===== src/hw/dnc_pkg.sv =====
package dnc_pkg;
  // ==========================================
  // Sizes
  localparam int NCH = 4;
  localparam int NW = 18;
  // ==========================================
  // Register offsets and word indices
  localparam logic [4:0] IDX_COMMON = 5'h00;
  localparam logic [4:0] IDX_MODE = 5'h01;
  localparam logic [4:0] IDX_VCFG0 = 5'h02;
  localparam logic [4:0] IDX_CCFG0 = 5'h06;
  localparam logic [4:0] IDX_DATA0 = 5'h0A;
  localparam logic [4:0] IDX_MARGIN0 = 5'h0E;
  localparam logic [7:0] OFS_TRIG = 8'h48;
  localparam logic [7:0] OFS_STATUS = 8'h4C;
  // ==========================================
  // Field positions
  localparam int COM_VPDN_LSB = 0;
  localparam int COM_IPDN_LSB = 8;
  localparam int COM_INTREF_BIT = 12;
  localparam int MODE_OFF_BIT = 0;
  localparam int VC_GAIN_LSB = 0;
  localparam int VC_CMPON_BIT = 3;
  localparam int VC_OD_BIT = 4;
  localparam int VC_DRIVE_BIT = 5;
  localparam int VC_INV_BIT = 6;
  localparam int VC_HIZOFF_BIT = 7;
  localparam int VC_STYLE_LSB = 8;
  localparam int CC_SPAN_LSB = 0;
  localparam int CC_BYTE_LSB = 8;
  localparam int MG_LOW_LSB = 0;
  localparam int MG_HIGH_LSB = 16;
  localparam int TRIG_STORE_BIT = 0;
  localparam int TRIG_LOAD_BIT = 1;
  localparam int ST_VMODE_LSB = 0;
  localparam int ST_IMODE_LSB = 4;
  localparam int ST_CMP_LSB = 8;
  localparam int ST_BUSY_BIT = 12;
  // ==========================================
  // Reset values and writable masks
  localparam logic [31:0] RST_COMMON = 32'h00000FFF;
  localparam logic [31:0] RST_OTHER = 32'h00000000;
  localparam logic [31:0] MSK_COMMON = 32'h00001FFF;
  localparam logic [31:0] MSK_MODE = 32'h00000001;
  localparam logic [31:0] MSK_VCFG = 32'h000003FF;
  localparam logic [31:0] MSK_CCFG = 32'h0000FF0F;
  localparam logic [31:0] MSK_MARGIN = 32'h0FFF0FFF;
  // ==========================================
  // Field encodings
  localparam logic [1:0] VPDN_UP = 2'h0;
  localparam logic [1:0] VPDN_HIZ = 2'h3;
  localparam logic [1:0] STY_NORMAL = 2'h0;
  localparam logic [1:0] STY_HYST = 2'h1;
  localparam logic [1:0] STY_WINDOW = 2'h2;
  localparam logic [1:0] STY_BAD = 2'h3;
  localparam logic [2:0] GAIN_EXT_X1 = 3'h0;
  localparam logic [2:0] GAIN_X1P5 = 3'h1;
  localparam logic [2:0] GAIN_X2 = 3'h2;
  localparam logic [2:0] GAIN_X3 = 3'h3;
  localparam logic [2:0] GAIN_X4 = 3'h4;
  typedef enum logic [1:0] {SEQ_IDLE, SEQ_STORE, SEQ_LOAD} dnc_seq_type;
endpackage


===== src/hw/dnc_ctrl.sv =====
`timescale 1ns/1ns
module dnc_ctrl #(
  parameter int RES_BITS = 12
) (
  input wire logic pclk,
  input wire logic presetn,
  input wire logic [7:0] paddr,
  input wire logic psel,
  input wire logic penable,
  input wire logic pwrite,
  input wire logic [31:0] pwdata,
  output logic [31:0] prdata,
  output logic pready,
  output logic pslverr,
  output logic [4:0] nvm_addr,
  output logic nvm_we,
  output logic nvm_re,
  output logic [31:0] nvm_wdata,
  input wire logic [31:0] nvm_rdata,
  input wire logic nvm_ready,
  output logic [7:0] voltage_path_powerdown_sel,
  output logic [3:0] current_path_powerdown,
  output logic int_ref_on,
  output logic mode_input_off,
  output logic [3:0] ref_ext_sel,
  output logic [11:0] voltage_gain_ref_sel,
  output logic [3:0] vout_mode,
  output logic [3:0] iout_mode,
  output logic [4*RES_BITS-1:0] channel_code,
  output logic [31:0] channel_code_byte,
  output logic [15:0] current_span_sel,
  output logic [47:0] margin_high,
  output logic [47:0] margin_low,
  output logic [3:0] sense_hiz,
  input wire logic [3:0] cmp_above_code,
  input wire logic [3:0] cmp_above_high,
  input wire logic [3:0] cmp_below_low,
  output logic [3:0] cmp_result,
  output logic [3:0] channel_output_pin_o,
  output logic [3:0] channel_output_pin_oe
);
  localparam int NW = dnc_pkg::NW;
  localparam int NCH = dnc_pkg::NCH;
  localparam logic [31:0] DATA_MSK = (32'h00000001 << RES_BITS) - 32'h00000001;

  if (RES_BITS != 10 && RES_BITS != 12) begin : g_chk
    $error("RES_BITS must be 10 or 12.");
  end

  // ==========================================
  // Helpers
  function automatic logic [31:0] wmask(input logic [4:0] idx);
    if (idx == dnc_pkg::IDX_COMMON) begin
      return dnc_pkg::MSK_COMMON;
    end else if (idx == dnc_pkg::IDX_MODE) begin
      return dnc_pkg::MSK_MODE;
    end else if (idx < dnc_pkg::IDX_CCFG0) begin
      return dnc_pkg::MSK_VCFG;
    end else if (idx < dnc_pkg::IDX_DATA0) begin
      return dnc_pkg::MSK_CCFG;
    end else if (idx < dnc_pkg::IDX_MARGIN0) begin
      return DATA_MSK;
    end else begin
      return dnc_pkg::MSK_MARGIN;
    end
  endfunction

  function automatic logic [2:0] gain_of(input logic [2:0] sel);
    if (sel > dnc_pkg::GAIN_X4) begin
      return dnc_pkg::GAIN_EXT_X1;
    end else begin
      return sel;
    end
  endfunction

  // ==========================================
  // Storage and sequencer
  logic [31:0] cfg_r [NW];
  logic busy;
  logic storing;
  logic loading;
  logic [4:0] seq_idx;
  logic ld_we;
  logic [31:0] ld_data;
  logic store_go;
  logic load_go;

  dnc_nvm_seq #(
    .NW(NW)
  ) u_seq (
    .pclk(pclk),
    .presetn(presetn),
    .store_go(store_go),
    .load_go(load_go),
    .word_rd(cfg_r[seq_idx]),
    .busy(busy),
    .storing(storing),
    .loading(loading),
    .word_idx(seq_idx),
    .ld_we(ld_we),
    .ld_data(ld_data),
    .nvm_addr(nvm_addr),
    .nvm_we(nvm_we),
    .nvm_re(nvm_re),
    .nvm_wdata(nvm_wdata),
    .nvm_rdata(nvm_rdata),
    .nvm_ready(nvm_ready)
  );

  // ==========================================
  // APB slave, one wait state per transfer
  logic ack_r;
  logic err_r;
  logic [31:0] prdata_r;
  logic [4:0] a_idx;
  logic in_array;
  logic mapped;
  logic wr_ok;
  logic [31:0] status_word;

  assign a_idx = paddr[6:2];
  assign in_array = (paddr[1:0] == 2'h0) && !paddr[7] && (a_idx < 5'(NW));
  assign mapped = in_array || paddr == dnc_pkg::OFS_TRIG || paddr == dnc_pkg::OFS_STATUS;
  assign wr_ok = psel && penable && ack_r && pwrite && !err_r;
  assign store_go = wr_ok && paddr == dnc_pkg::OFS_TRIG && pwdata[dnc_pkg::TRIG_STORE_BIT];
  assign load_go = wr_ok && paddr == dnc_pkg::OFS_TRIG && !pwdata[dnc_pkg::TRIG_STORE_BIT]
                   && pwdata[dnc_pkg::TRIG_LOAD_BIT];
  assign pready = ack_r;
  assign pslverr = ack_r && err_r;
  assign prdata = prdata_r;

  always_ff @(posedge pclk or negedge presetn) begin
    if (!presetn) begin
      ack_r <= 1'b0;
    end else begin
      ack_r <= psel && penable && !ack_r;
    end
  end

  always_ff @(posedge pclk or negedge presetn) begin
    if (!presetn) begin
      err_r <= 1'b0;
      prdata_r <= 32'h00000000;
    end else if (psel && penable && !ack_r) begin
      err_r <= busy || !mapped;
      if (busy || !mapped || pwrite) begin
        prdata_r <= 32'h00000000;
      end else if (in_array) begin
        prdata_r <= cfg_r[a_idx];
      end else if (paddr == dnc_pkg::OFS_TRIG) begin
        prdata_r <= {30'h00000000, loading, storing};
      end else begin
        prdata_r <= status_word;
      end
    end
  end

  always_ff @(posedge pclk or negedge presetn) begin
    if (!presetn) begin
      for (int i = 0; i < NW; i++) begin
        cfg_r[i] <= (i == 0) ? dnc_pkg::RST_COMMON : dnc_pkg::RST_OTHER;
      end
    end else if (ld_we) begin
      cfg_r[seq_idx] <= ld_data & wmask(seq_idx);
    end else if (wr_ok && in_array) begin
      cfg_r[a_idx] <= pwdata & wmask(a_idx);
    end
  end

  // ==========================================
  // Channel decode
  logic [3:0] cmp_active;
  logic [3:0] pin_lvl;
  logic [3:0] drive_on;
  logic [3:0] od_sel;
  logic [1:0] style [NCH];
  logic [31:0] com;

  assign com = cfg_r[dnc_pkg::IDX_COMMON];
  assign voltage_path_powerdown_sel = com[dnc_pkg::COM_VPDN_LSB +: 8];
  assign current_path_powerdown = com[dnc_pkg::COM_IPDN_LSB +: 4];
  assign int_ref_on = com[dnc_pkg::COM_INTREF_BIT];
  assign mode_input_off = cfg_r[dnc_pkg::IDX_MODE][dnc_pkg::MODE_OFF_BIT];

  always_comb begin
    for (int c = 0; c < NCH; c++) begin
      logic [31:0] vc;
      logic [31:0] cc;
      logic [31:0] mg;
      logic [1:0] vp;
      vc = cfg_r[5'(dnc_pkg::IDX_VCFG0 + c)];
      cc = cfg_r[5'(dnc_pkg::IDX_CCFG0 + c)];
      mg = cfg_r[5'(dnc_pkg::IDX_MARGIN0 + c)];
      vp = com[dnc_pkg::COM_VPDN_LSB + 2*c +: 2];
      vout_mode[c] = vp == dnc_pkg::VPDN_UP && com[dnc_pkg::COM_IPDN_LSB + c];
      iout_mode[c] = vp == dnc_pkg::VPDN_HIZ && !com[dnc_pkg::COM_IPDN_LSB + c];
      voltage_gain_ref_sel[3*c +: 3] = gain_of(vc[dnc_pkg::VC_GAIN_LSB +: 3]);
      ref_ext_sel[c] = gain_of(vc[dnc_pkg::VC_GAIN_LSB +: 3]) == dnc_pkg::GAIN_EXT_X1;
      channel_code[RES_BITS*c +: RES_BITS] = cfg_r[5'(dnc_pkg::IDX_DATA0 + c)][RES_BITS-1:0];
      channel_code_byte[8*c +: 8] = cc[dnc_pkg::CC_BYTE_LSB +: 8];
      current_span_sel[4*c +: 4] = cc[dnc_pkg::CC_SPAN_LSB +: 4];
      margin_low[12*c +: 12] = mg[dnc_pkg::MG_LOW_LSB +: 12];
      margin_high[12*c +: 12] = mg[dnc_pkg::MG_HIGH_LSB +: 12];
      sense_hiz[c] = !vc[dnc_pkg::VC_HIZOFF_BIT];
      cmp_active[c] = vout_mode[c] && vc[dnc_pkg::VC_CMPON_BIT];
      drive_on[c] = cmp_active[c] && vc[dnc_pkg::VC_DRIVE_BIT];
      od_sel[c] = vc[dnc_pkg::VC_OD_BIT];
      pin_lvl[c] = cmp_result[c] ^ vc[dnc_pkg::VC_INV_BIT];
      style[c] = vc[dnc_pkg::VC_STYLE_LSB +: 2];
    end
  end

  // ==========================================
  // Comparator result per channel
  always_ff @(posedge pclk or negedge presetn) begin
    if (!presetn) begin
      cmp_result <= 4'h0;
    end else begin
      for (int c = 0; c < NCH; c++) begin
        if (!cmp_active[c]) begin
          cmp_result[c] <= 1'b0;
        end else begin
          case (style[c])
            dnc_pkg::STY_HYST: begin
              if (cmp_above_high[c]) begin
                cmp_result[c] <= 1'b1;
              end else if (cmp_below_low[c]) begin
                cmp_result[c] <= 1'b0;
              end
            end
            dnc_pkg::STY_WINDOW: begin
              cmp_result[c] <= !cmp_above_high[c] && !cmp_below_low[c];
            end
            default: begin
              cmp_result[c] <= cmp_above_code[c];
            end
          endcase
        end
      end
    end
  end

  // ==========================================
  // Output pin drive
  always_comb begin
    for (int c = 0; c < NCH; c++) begin
      channel_output_pin_o[c] = od_sel[c] ? 1'b0 : pin_lvl[c];
      channel_output_pin_oe[c] = drive_on[c] && (!od_sel[c] || !pin_lvl[c]);
    end
  end

  always_comb begin
    status_word = 32'h00000000;
    status_word[dnc_pkg::ST_VMODE_LSB +: 4] = vout_mode;
    status_word[dnc_pkg::ST_IMODE_LSB +: 4] = iout_mode;
    status_word[dnc_pkg::ST_CMP_LSB +: 4] = cmp_result;
    status_word[dnc_pkg::ST_BUSY_BIT] = busy;
  end

  // ==========================================
  // Assertions
  AST_STORE_START: assert property (@(posedge pclk) disable iff (!presetn)
    store_go |=> nvm_we && busy && nvm_addr == 5'h00)
    else $error("Store trigger did not start a store walk.");

  AST_SELF_CLEAR: assert property (@(posedge pclk) disable iff (!presetn)
    (storing && nvm_ready && nvm_addr == 5'(NW - 1)) |=> !busy && !storing)
    else $error("Store trigger did not clear after the last word.");

  AST_WALK_STEP: assert property (@(posedge pclk) disable iff (!presetn)
    busy && nvm_ready && nvm_addr != 5'(NW - 1) |=> busy && nvm_addr == $past(nvm_addr) + 5'h01)
    else $error("Memory walk did not advance by one word.");

  AST_LOAD_DONE: assert property (@(posedge pclk) disable iff (!presetn)
    (loading && nvm_ready && nvm_addr == 5'(NW - 1)) |=> !busy && !loading)
    else $error("Reload trigger did not clear after the last word.");

  AST_RELOAD_WRITE: assert property (@(posedge pclk) disable iff (!presetn)
    (ld_we && seq_idx == dnc_pkg::IDX_MODE)
    |=> cfg_r[dnc_pkg::IDX_MODE] == ($past(nvm_rdata) & dnc_pkg::MSK_MODE))
    else $error("Reloaded word did not land in its register.");

  AST_BUSY_REFUSE: assert property (@(posedge pclk) disable iff (!presetn)
    (psel && penable && !ack_r && busy) ##1 (psel && penable) |-> pslverr && prdata == 32'h00000000)
    else $error("Access during a memory cycle was not refused.");

  AST_BUSY_NOWRITE: assert property (@(posedge pclk) disable iff (!presetn)
    (pready && pslverr && pwrite && !ld_we) |=> $stable(cfg_r[dnc_pkg::IDX_COMMON]))
    else $error("Refused write changed a register.");

  AST_GAIN_EXT: assert property (@(posedge pclk) disable iff (!presetn)
    ref_ext_sel[0] |-> voltage_gain_ref_sel[2:0] == dnc_pkg::GAIN_EXT_X1)
    else $error("External reference without unity gain.");

  AST_GAIN_CLAMP: assert property (@(posedge pclk) disable iff (!presetn)
    cfg_r[dnc_pkg::IDX_VCFG0][dnc_pkg::VC_GAIN_LSB +: 3] > dnc_pkg::GAIN_X4
    |-> ref_ext_sel[0] && voltage_gain_ref_sel[2:0] == dnc_pkg::GAIN_EXT_X1)
    else $error("Unused gain code did not fall back to unity.");

  AST_CMP_IDLE: assert property (@(posedge pclk) disable iff (!presetn)
    !cmp_active[0] |=> !cmp_result[0] && !channel_output_pin_oe[0] || cmp_active[0])
    else $error("Inactive comparator showed a result.");

  AST_PIN_GATE: assert property (@(posedge pclk) disable iff (!presetn)
    !cfg_r[dnc_pkg::IDX_VCFG0][dnc_pkg::VC_DRIVE_BIT] |-> !channel_output_pin_oe[0])
    else $error("Pin driven with drive enable clear.");

  AST_OPEN_DRAIN: assert property (@(posedge pclk) disable iff (!presetn)
    od_sel[1] && channel_output_pin_oe[1] |-> !channel_output_pin_o[1])
    else $error("Open-drain pin drove high.");

  AST_WINDOW: assert property (@(posedge pclk) disable iff (!presetn)
    cmp_active[2] && style[2] == dnc_pkg::STY_WINDOW && !cmp_above_high[2] && !cmp_below_low[2]
    ##1 cmp_active[2] |-> cmp_result[2])
    else $error("Window comparison missed an in-window input.");

  AST_BAD_STYLE: assert property (@(posedge pclk) disable iff (!presetn)
    cmp_active[3] && style[3] == dnc_pkg::STY_BAD ##1 cmp_active[3]
    |-> cmp_result[3] == $past(cmp_above_code[3]))
    else $error("Invalid style did not act as normal comparison.");
endmodule


===== src/hw/dnc_nvm_seq.sv =====
`timescale 1ns/1ns
module dnc_nvm_seq #(
  parameter int NW = 18
) (
  input wire logic pclk,
  input wire logic presetn,
  input wire logic store_go,
  input wire logic load_go,
  input wire logic [31:0] word_rd,
  output logic busy,
  output logic storing,
  output logic loading,
  output logic [4:0] word_idx,
  output logic ld_we,
  output logic [31:0] ld_data,
  output logic [4:0] nvm_addr,
  output logic nvm_we,
  output logic nvm_re,
  output logic [31:0] nvm_wdata,
  input wire logic [31:0] nvm_rdata,
  input wire logic nvm_ready
);
  localparam logic [4:0] LAST = 5'(NW - 1);

  if (NW < 1 || NW > 32) begin : g_chk
    $error("NW must lie between 1 and 32.");
  end

  dnc_pkg::dnc_seq_type state_r;
  logic [4:0] idx_r;

  // ==========================================
  // Word walk over the image, one word per memory handshake.
  always_ff @(posedge pclk or negedge presetn) begin
    if (!presetn) begin
      state_r <= dnc_pkg::SEQ_LOAD;
      idx_r <= 5'h00;
    end else begin
      case (state_r)
        dnc_pkg::SEQ_IDLE: begin
          if (store_go) begin
            state_r <= dnc_pkg::SEQ_STORE;
          end else if (load_go) begin
            state_r <= dnc_pkg::SEQ_LOAD;
          end
        end
        default: begin
          if (nvm_ready) begin
            if (idx_r == LAST) begin
              state_r <= dnc_pkg::SEQ_IDLE;
              idx_r <= 5'h00;
            end else begin
              idx_r <= idx_r + 5'h01;
            end
          end
        end
      endcase
    end
  end

  assign storing = (state_r == dnc_pkg::SEQ_STORE);
  assign loading = (state_r == dnc_pkg::SEQ_LOAD);
  assign busy = storing | loading;
  assign word_idx = idx_r;
  assign nvm_addr = idx_r;
  assign nvm_we = storing;
  assign nvm_re = loading;
  assign nvm_wdata = word_rd;
  assign ld_we = loading & nvm_ready;
  assign ld_data = nvm_rdata;
endmodule


===== config.mk =====
export PLATFORM = sky130hd
export DESIGN_NAME = dnc_ctrl
export DESIGN_NICKNAME = d
export VERILOG_FILES = /design/src/hw/dnc_pkg.sv /design/src/hw/dnc_ctrl.sv /design/src/hw/dnc_nvm_seq.sv
export SDC_FILE = /design/constraint.sdc
export NUM_CORES = 1
export LEC_CHECK = 0
export BUFFER_PORTS_ARGS = -buffer_cell sky130_fd_sc_hd__clkbuf_2
export CORE_UTILIZATION = 51
export DETAILED_ROUTE_END_ITERATION = 8
export PLACE_DENSITY = 0.81
export RECOVER_POWER = 25
export SLEW_MARGIN = 20
export SYNTH_ARGS = -nofsm -noshare
export SYNTH_HDL_FRONTEND = slang
export SYNTH_SLANG_ARGS = --single-unit
export TNS_END_PERCENT = 30

===== constraint.sdc =====
create_clock -name pclk -period 7.06 [get_ports pclk]
set_input_delay 0.706 -clock pclk [delete_from_list [all_inputs] [get_ports pclk]]
set_output_delay 0.706 -clock pclk [all_outputs]
set_load 0.005 [all_outputs]

# == Word level (Yosys, flattened, before mapping) ==
# Index checks and enable logic that the tools add are counted.
# totals
output_inout_bits,319
regBits,621
word_cells,231
# op_classes
bitwise_logic,11
eq_ne,24
muxes,60
n_reduce_logical,93
add_sub_neg,1
order_cmp,15
# op_table
cell,n
$bwmux W576,2
$mux W576,2
$mux W32,11
$bmux W32 S5,2
$demux W32 S5,2
$mux W28,10
$and A32 B32 Y32,2
$logic_and A1 B1 Y1,39
$logic_not A1 Y1,29
$lt A5 B4 Y1 const B,4
$eq A2 B2 Y1 const B,9
$eq A8 B7 Y1 const B,2
$mux W1,16
$ne A4 B4 Y1 const B,4
$mux W13,1
$ge A6 B6 Y1 const B,2
$gt A3 B3 Y1 const B,4
$logic_not A2 Y1,6
$logic_not A3 Y1,4
$lt A6 B1 Y1 const B,2
$mux W3,4
$not A5 Y6,2
$eq A2 B1 Y1 const B,5
$eq A5 B1 Y1 const B,2
other kinds (17),38

# == Logic depth before layout (Yosys ltp) ==
# depth
depth_word,12
mapped_depth,13

# == Modules after synthesis ==
# Synthesis repeated with hierarchy kept, for this count alone.
# unflattened
hier_cells,2835
area_unflattened_um2,32078.3
# by_module_without_submodules
module,area_per_inst_um2,seq_area_each_um2,cells_each,instances
dnc_ctrl,31128.6,13503.0,2725,1
dnc_nvm_seq,949.7,176.4,110,1

# == Worst setup path after synthesis ==
# Ideal clock, no wire load.
# synth_path
path_kind,flip-flop to flip-flop
start,register u_seq.idx_r[1] (netlist: u_seq.nvm_addr[1])
end,"register cfg_r, in the netlist margin_high[42]"
t_arrival_ps,2970
period_less_slack_ps,3091
slack_ps,3969
stages_incl_launch_ff,13
path_buffers,5
path_cell_list,dfrtp_1 -> clkbuf_1 -> clkbuf_1 -> buf_1 -> inv_1 -> ha_1 -> nor2b_1 -> nor3b_1 -> nand2_1 -> a21o_1 -> buf_2 -> clkbuf_1 -> a22o_1
# synth_via
elab_chain_len,10
# synth_rtl
item,line_no,rtl
from (decl),dnc_nvm_seq.sv:30,logic [4:0] idx_r;
from (signal assigned),dnc_nvm_seq.sv:53,idx_r <= idx_r + 5'h01;
$lt A5 B4 Y1,dnc_ctrl.sv:61,end else if (idx < dnc_pkg::IDX_MARGIN0) begin
$mux W28,dnc_ctrl.sv:61,
$mux W28,dnc_ctrl.sv:59,end else if (idx < dnc_pkg::IDX_DATA0) begin
$mux W28,dnc_ctrl.sv:57,end else if (idx < dnc_pkg::IDX_CCFG0) begin
$mux W28,dnc_ctrl.sv:55,end else if (idx == dnc_pkg::IDX_MODE) begin
$mux W28,dnc_ctrl.sv:53,if (idx == dnc_pkg::IDX_COMMON) begin
$mux W32,dnc_ctrl.sv:163,end else if (ld_we) begin
$and A32 B32 Y32,dnc_ctrl.sv:164,cfg_r[seq_idx] <= ld_data & wmask(seq_idx);
$bwmux W576 (*),dnc_ctrl.sv:164,
$mux W576 (*),dnc_ctrl.sv:163,
"to (signal, indexed assignment)",dnc_ctrl.sv:161,cfg_r[i] <= (i == 0) ? dnc_pkg::RST_COMMON : dnc_pkg::RST_OTHER;
"to (signal, indexed assignment)",dnc_ctrl.sv:164,
"to (signal, indexed assignment)",dnc_ctrl.sv:166,cfg_r[a_idx] <= pwdata & wmask(a_idx);
to (decl),dnc_ctrl.sv:78,logic [31:0] cfg_r [NW];
# Mark *: on every way between the ends. The rest lies on a longest branch, timed or not. The select of a mux whose other input is x is not followed.
# A chain may end at the register's enable or synchronous reset.

# == Final worst setup path ==
# layout_path
start,register u_seq.idx_r[1] (netlist: u_seq.nvm_addr[1])
end,output port nvm_wdata[14]
# layout_via
elab_chain_len,4
# layout_rtl
item,line_no,rtl
$not A5 Y6 (not written as such),dnc_ctrl.sv:95,".word_rd(cfg_r[seq_idx]),"
$bmux W32 S5,dnc_ctrl.sv:95,
$mux W32 (not written as such) (2 in series),dnc_ctrl.sv:95,
to (decl),dnc_ctrl.sv:18,"output logic [31:0] nvm_wdata,"
# Every way passes these cells. The select of a mux whose other input is x is not followed.

==> results.json <==
{
  "netSwitchingPower_w": 0.001740,
  "yosys_warnings": 0,
  "cts_inserted_buffers": 57,
  "fin_cells": 3806,
  "design.core.area_mm2": 0.06171,
  "drive_above_1_share_pct": 27.29,
  "fin_nets": 3025,
  "path_clk_slew_ns": 0.06,
  "n_fill_cell": 5152,
  "post-place-ws_ns": 2.355,
  "failing_checks": "max-capacitance violations, max-slew violations",
  "class_of_the_worst_hold_path": "in2async",
  "grt_first_pass_wirelength_mm": 182.0,
  "r2r_setup_slack_ns": 2.64,
  "dp_cells": 3698,
  "class_of_the_most_critical_setup_path": "reg2out",
  "tritoncts": "done",
  "power.share.sequential_pct": 46.4,
  "synth-seq-cells": 546,
  "total_routed_wirelength_mm": 125.1,
  "timing.final.crit_share_pct": 70.32,
  "site_row_count": 91,
  "dpl.hpwl_mm": 84.59,
  "top_level_ports": 409,
  "synth_edf_count": 0,
  "gp_routability_congestion": 1.078,
  "post_cts_hold_buffer_count": 0,
  "synth_sequential_area_ratio_pct": 42.95,
  "finalSetupTns_ns": 0,
  "die_height_um": 251.9,
  "synth_cell_area_mm2": 0.03185,
  "synth_flop_cell": "sky130_fd_sc_hd__dfrtp_1",
  "grt_setup_unrepaired": "false",
  "clk_latency_ns": 0.64,
  "grt_max_degree": 167,
  "postLayoutCoreUtil_pct": 56.03,
  "startpoint_class_of_the_critical_path": "register",
  "holdWs_ns": 0.1057,
  "avgSynthCellArea_um2": 11.03,
  "buffer_ports.inserted": 396,
  "result_of_the_run": "finished with violations",
  "ys_types": 73,
  "setup_slack_ns": 2.095,
  "combPwrFrac_pct": 7.5,
  "first_pass_iters": 9,
  "finalHoldViolations": 0,
  "post_cts_resized": 0,
  "first_global_vias": 25990,
  "global_route.overflow_total": 0,
  "async_reset_ff_share_pct": 100.0,
  "terminus_of_the_critical_flop_to_flop_path": "margin_high[47]",
  "route.detailed.drc": 0,
  "cts_max_level": 2,
  "cell_internal_pwr_w": 0.005075,
  "detail_routed_via_count_per_cell": 7.244,
  "ir_worst_vdd_mv": 0.1781,
  "finalWorstPathRequiredPeriod_ns": 4.965,
  "global_route.usage.total_pct": 38.93,
  "fmaxAchievable_mhz": 201.4,
  "cts_sink_cnt": 546,
  "final_count_of_negative_setup_slack_endpoints": 0,
  "critPathCaptureType": "primary output",
  "number_of_routed_nets_with_antenna_violations": 0,
  "clock-root-buffer": "sky130_fd_sc_hd__clkbuf_16",
  "depth_of_the_worst_register_to_register_path": 6,
  "required_ns": 6.35,
  "floorplan.initialDensity_pct": 51.62,
  "sw_frac_of_total_pct": 25.54,
  "p_per_area_mw_per_mm2": 197.1,
  "antenna_found_initial": 5,
  "die_x_um": 251.9,
  "power.leakage_nw": 15.82,
  "timing.final.max_slew_violations": 310,
  "regToRegStartpoint": "u_seq.state_r[1]",
  "dr_total_vias": 27570,
  "p_clk_share_pct": 46.1,
  "clock_tree.buffer_depth": 3,
  "maxCapViolations": 3,
  "area_delta_synth_final_pct": 8.559,
  "worstPathArrival_ns": 4.26,
  "detail_route.iter0.violations": 4794,
  "post_cts_buffers": 0,
  "worst_slew_margin_rel_pct": -129.1,
  "die_area_mm2": 0.06346,
  "max_slew.worst_pin.slew_ns": 3.437,
  "critPathMaxFanout": 66,
  "synthCells": 2889,
  "wire_per_inst_um": 32.87,
  "worst_clock_skew_ns": 0.02202
}
## per-stage QoR
stage	area, um^2	power (W)
6_report	34580	0.006815
5_1_grt	34580	0.006920
4_1_cts	34600	0.006771
3_5_place_dp	32680	0.003706
3_3_place_gp	32670	0.003703
2_1_floorplan	31860	0.003485
## synthesized netlist by cell type, types with 29 or more instances
cell type,instances,share of area (%)
sky130_fd_sc_hd__dfrtp_1,533,42
sky130_fd_sc_hd__nor2_1,39,0.46
sky130_fd_sc_hd__buf_2,84,1.3
sky130_fd_sc_hd__o2bb2ai_1,42,1.2
sky130_fd_sc_hd__buf_4,215,5.1
sky130_fd_sc_hd__inv_1,35,0.41
sky130_fd_sc_hd__a22o_1,263,7.2
sky130_fd_sc_hd__nor2b_1,30,0.59
sky130_fd_sc_hd__mux2_2,47,1.7
sky130_fd_sc_hd__a21oi_1,62,0.97
sky130_fd_sc_hd__mux2i_1,150,4.7
sky130_fd_sc_hd__mux4_2,167,12
sky130_fd_sc_hd__o21ai_0,111,1.7
sky130_fd_sc_hd__nand2_1,190,2.2
sky130_fd_sc_hd__and2_1,193,3.8
sky130_fd_sc_hd__o22ai_1,259,5.1
sky130_fd_sc_hd__nand3_1,29,0.46
sky130_fd_sc_hd__clkbuf_1,166,2.0
## power groups by stage
| stage | logic (W) | registers [W] | clock network (W) |
|---|---|---|---|
| 3_5_place_dp | 0.000490 | 0.00322 | 0 |
| 3_3_place_gp | 0.000487 | 0.00322 | 0 |
| 2_1_floorplan | 0.000281 | 0.00320 | 0 |
| 4_1_cts | 0.000492 | 0.00316 | 0.00312 |
| 6_report | 0.000511 | 0.00316 | 0.00314 |
| 5_1_grt | 0.000532 | 0.00316 | 0.00323 |
## state kept, by name (all words and copies together), names as in the netlist
name and count:
channel_code_byte 32, com 28, mode_input_off 1, prdata 29, u_seq.state_r 2, margin_low 48, margin_high 48, channel_code 48
cfg_r 283, current_span_sel 16, pready 1, cmp_result 4, u_seq.nvm_addr 5, err_r 1
## worst max-delay path: stages (launching register included)
cell	delay [ns]
sky130_fd_sc_hd__dfrtp_4	0.40
sky130_fd_sc_hd__buf_4	0.85
sky130_fd_sc_hd__buf_4	0.83
sky130_fd_sc_hd__mux4_2	0.41
sky130_fd_sc_hd__a22o_1	0.26
sky130_fd_sc_hd__a21oi_1	0.34
sky130_fd_sc_hd__o21ai_0	0.29
sky130_fd_sc_hd__clkbuf_2	0.18
## layer usage
layer,track usage (%),share of wire [%],vias up
li1,-,-,10810
met1,50.74,35,13780
met2,54.81,42,2532
met3,19.75,18,443
met4,15.10,5.1,12
met5,1.931,0.17,-
## cell usage in the layout, fill, tap and decap left out, types with 59 or more instances in the layout
cell,instances
sky130_fd_sc_hd__a22o_1,263
sky130_fd_sc_hd__a21oi_1,62
sky130_fd_sc_hd__o22ai_1,257
sky130_fd_sc_hd__dfrtp_1,530
sky130_fd_sc_hd__mux4_2,167
sky130_fd_sc_hd__and2_1,193
sky130_fd_sc_hd__clkbuf_16,59
sky130_fd_sc_hd__mux2i_1,150
sky130_fd_sc_hd__nand2_1,185
sky130_fd_sc_hd__o21ai_0,111
sky130_fd_sc_hd__clkbuf_2,395
## worst max-delay path by stage
stage | slack (ns) | end | start | cells after the start
6_report | 2.10 | nvm_wdata[14] | u_seq.nvm_addr[1] | 7
5_1_grt | 2.15 | nvm_wdata[14] | u_seq.nvm_addr[1] | 7
4_1_cts | 2.28 | nvm_wdata[16] | u_seq.nvm_addr[1] | 7
3_5_place_dp | 2.36 | margin_high[47] | paddr[5] | 7
3_3_place_gp | 2.46 | margin_high[29] | paddr[5] | 7
2_1_floorplan | 3.97 | margin_high[42] | u_seq.nvm_addr[1] | 12
## layout make-up
cell class / count / area, um^2 / area share, %
Timing Repair Buffer: 448 / 2415 / 6.983
Multi-Input combinational cell: 1829 / 15370 / 44.44
Antenna cell: 1 / 2.502 / 0.007237
Clock inverter: 19 / 192.7 / 0.5572
Clock buffer: 88 / 1725 / 4.990
Inverter: 38 / 142.6 / 0.4125
Sequential cell: 546 / 13690 / 39.58
Tap cell: 837 / 1047 / 3.029
## kinds of logic (layout without fill, tap and decap cells)
logic type	count (synthesis)	count (layout)	synth area share, %
other	1	5	0.01177
adders and majority gates	15	15	0.5892
muxes	364	364	18.18
DFF	546	546	42.95
AOI/OAI and AO/OA	857	857	19.29
and+or+nand+nor	580	580	9.683
xor gates and xnor gates	9	9	0.2474
buffers and inverters	517	593	9.050
Power figures use the tool's default switching activity.
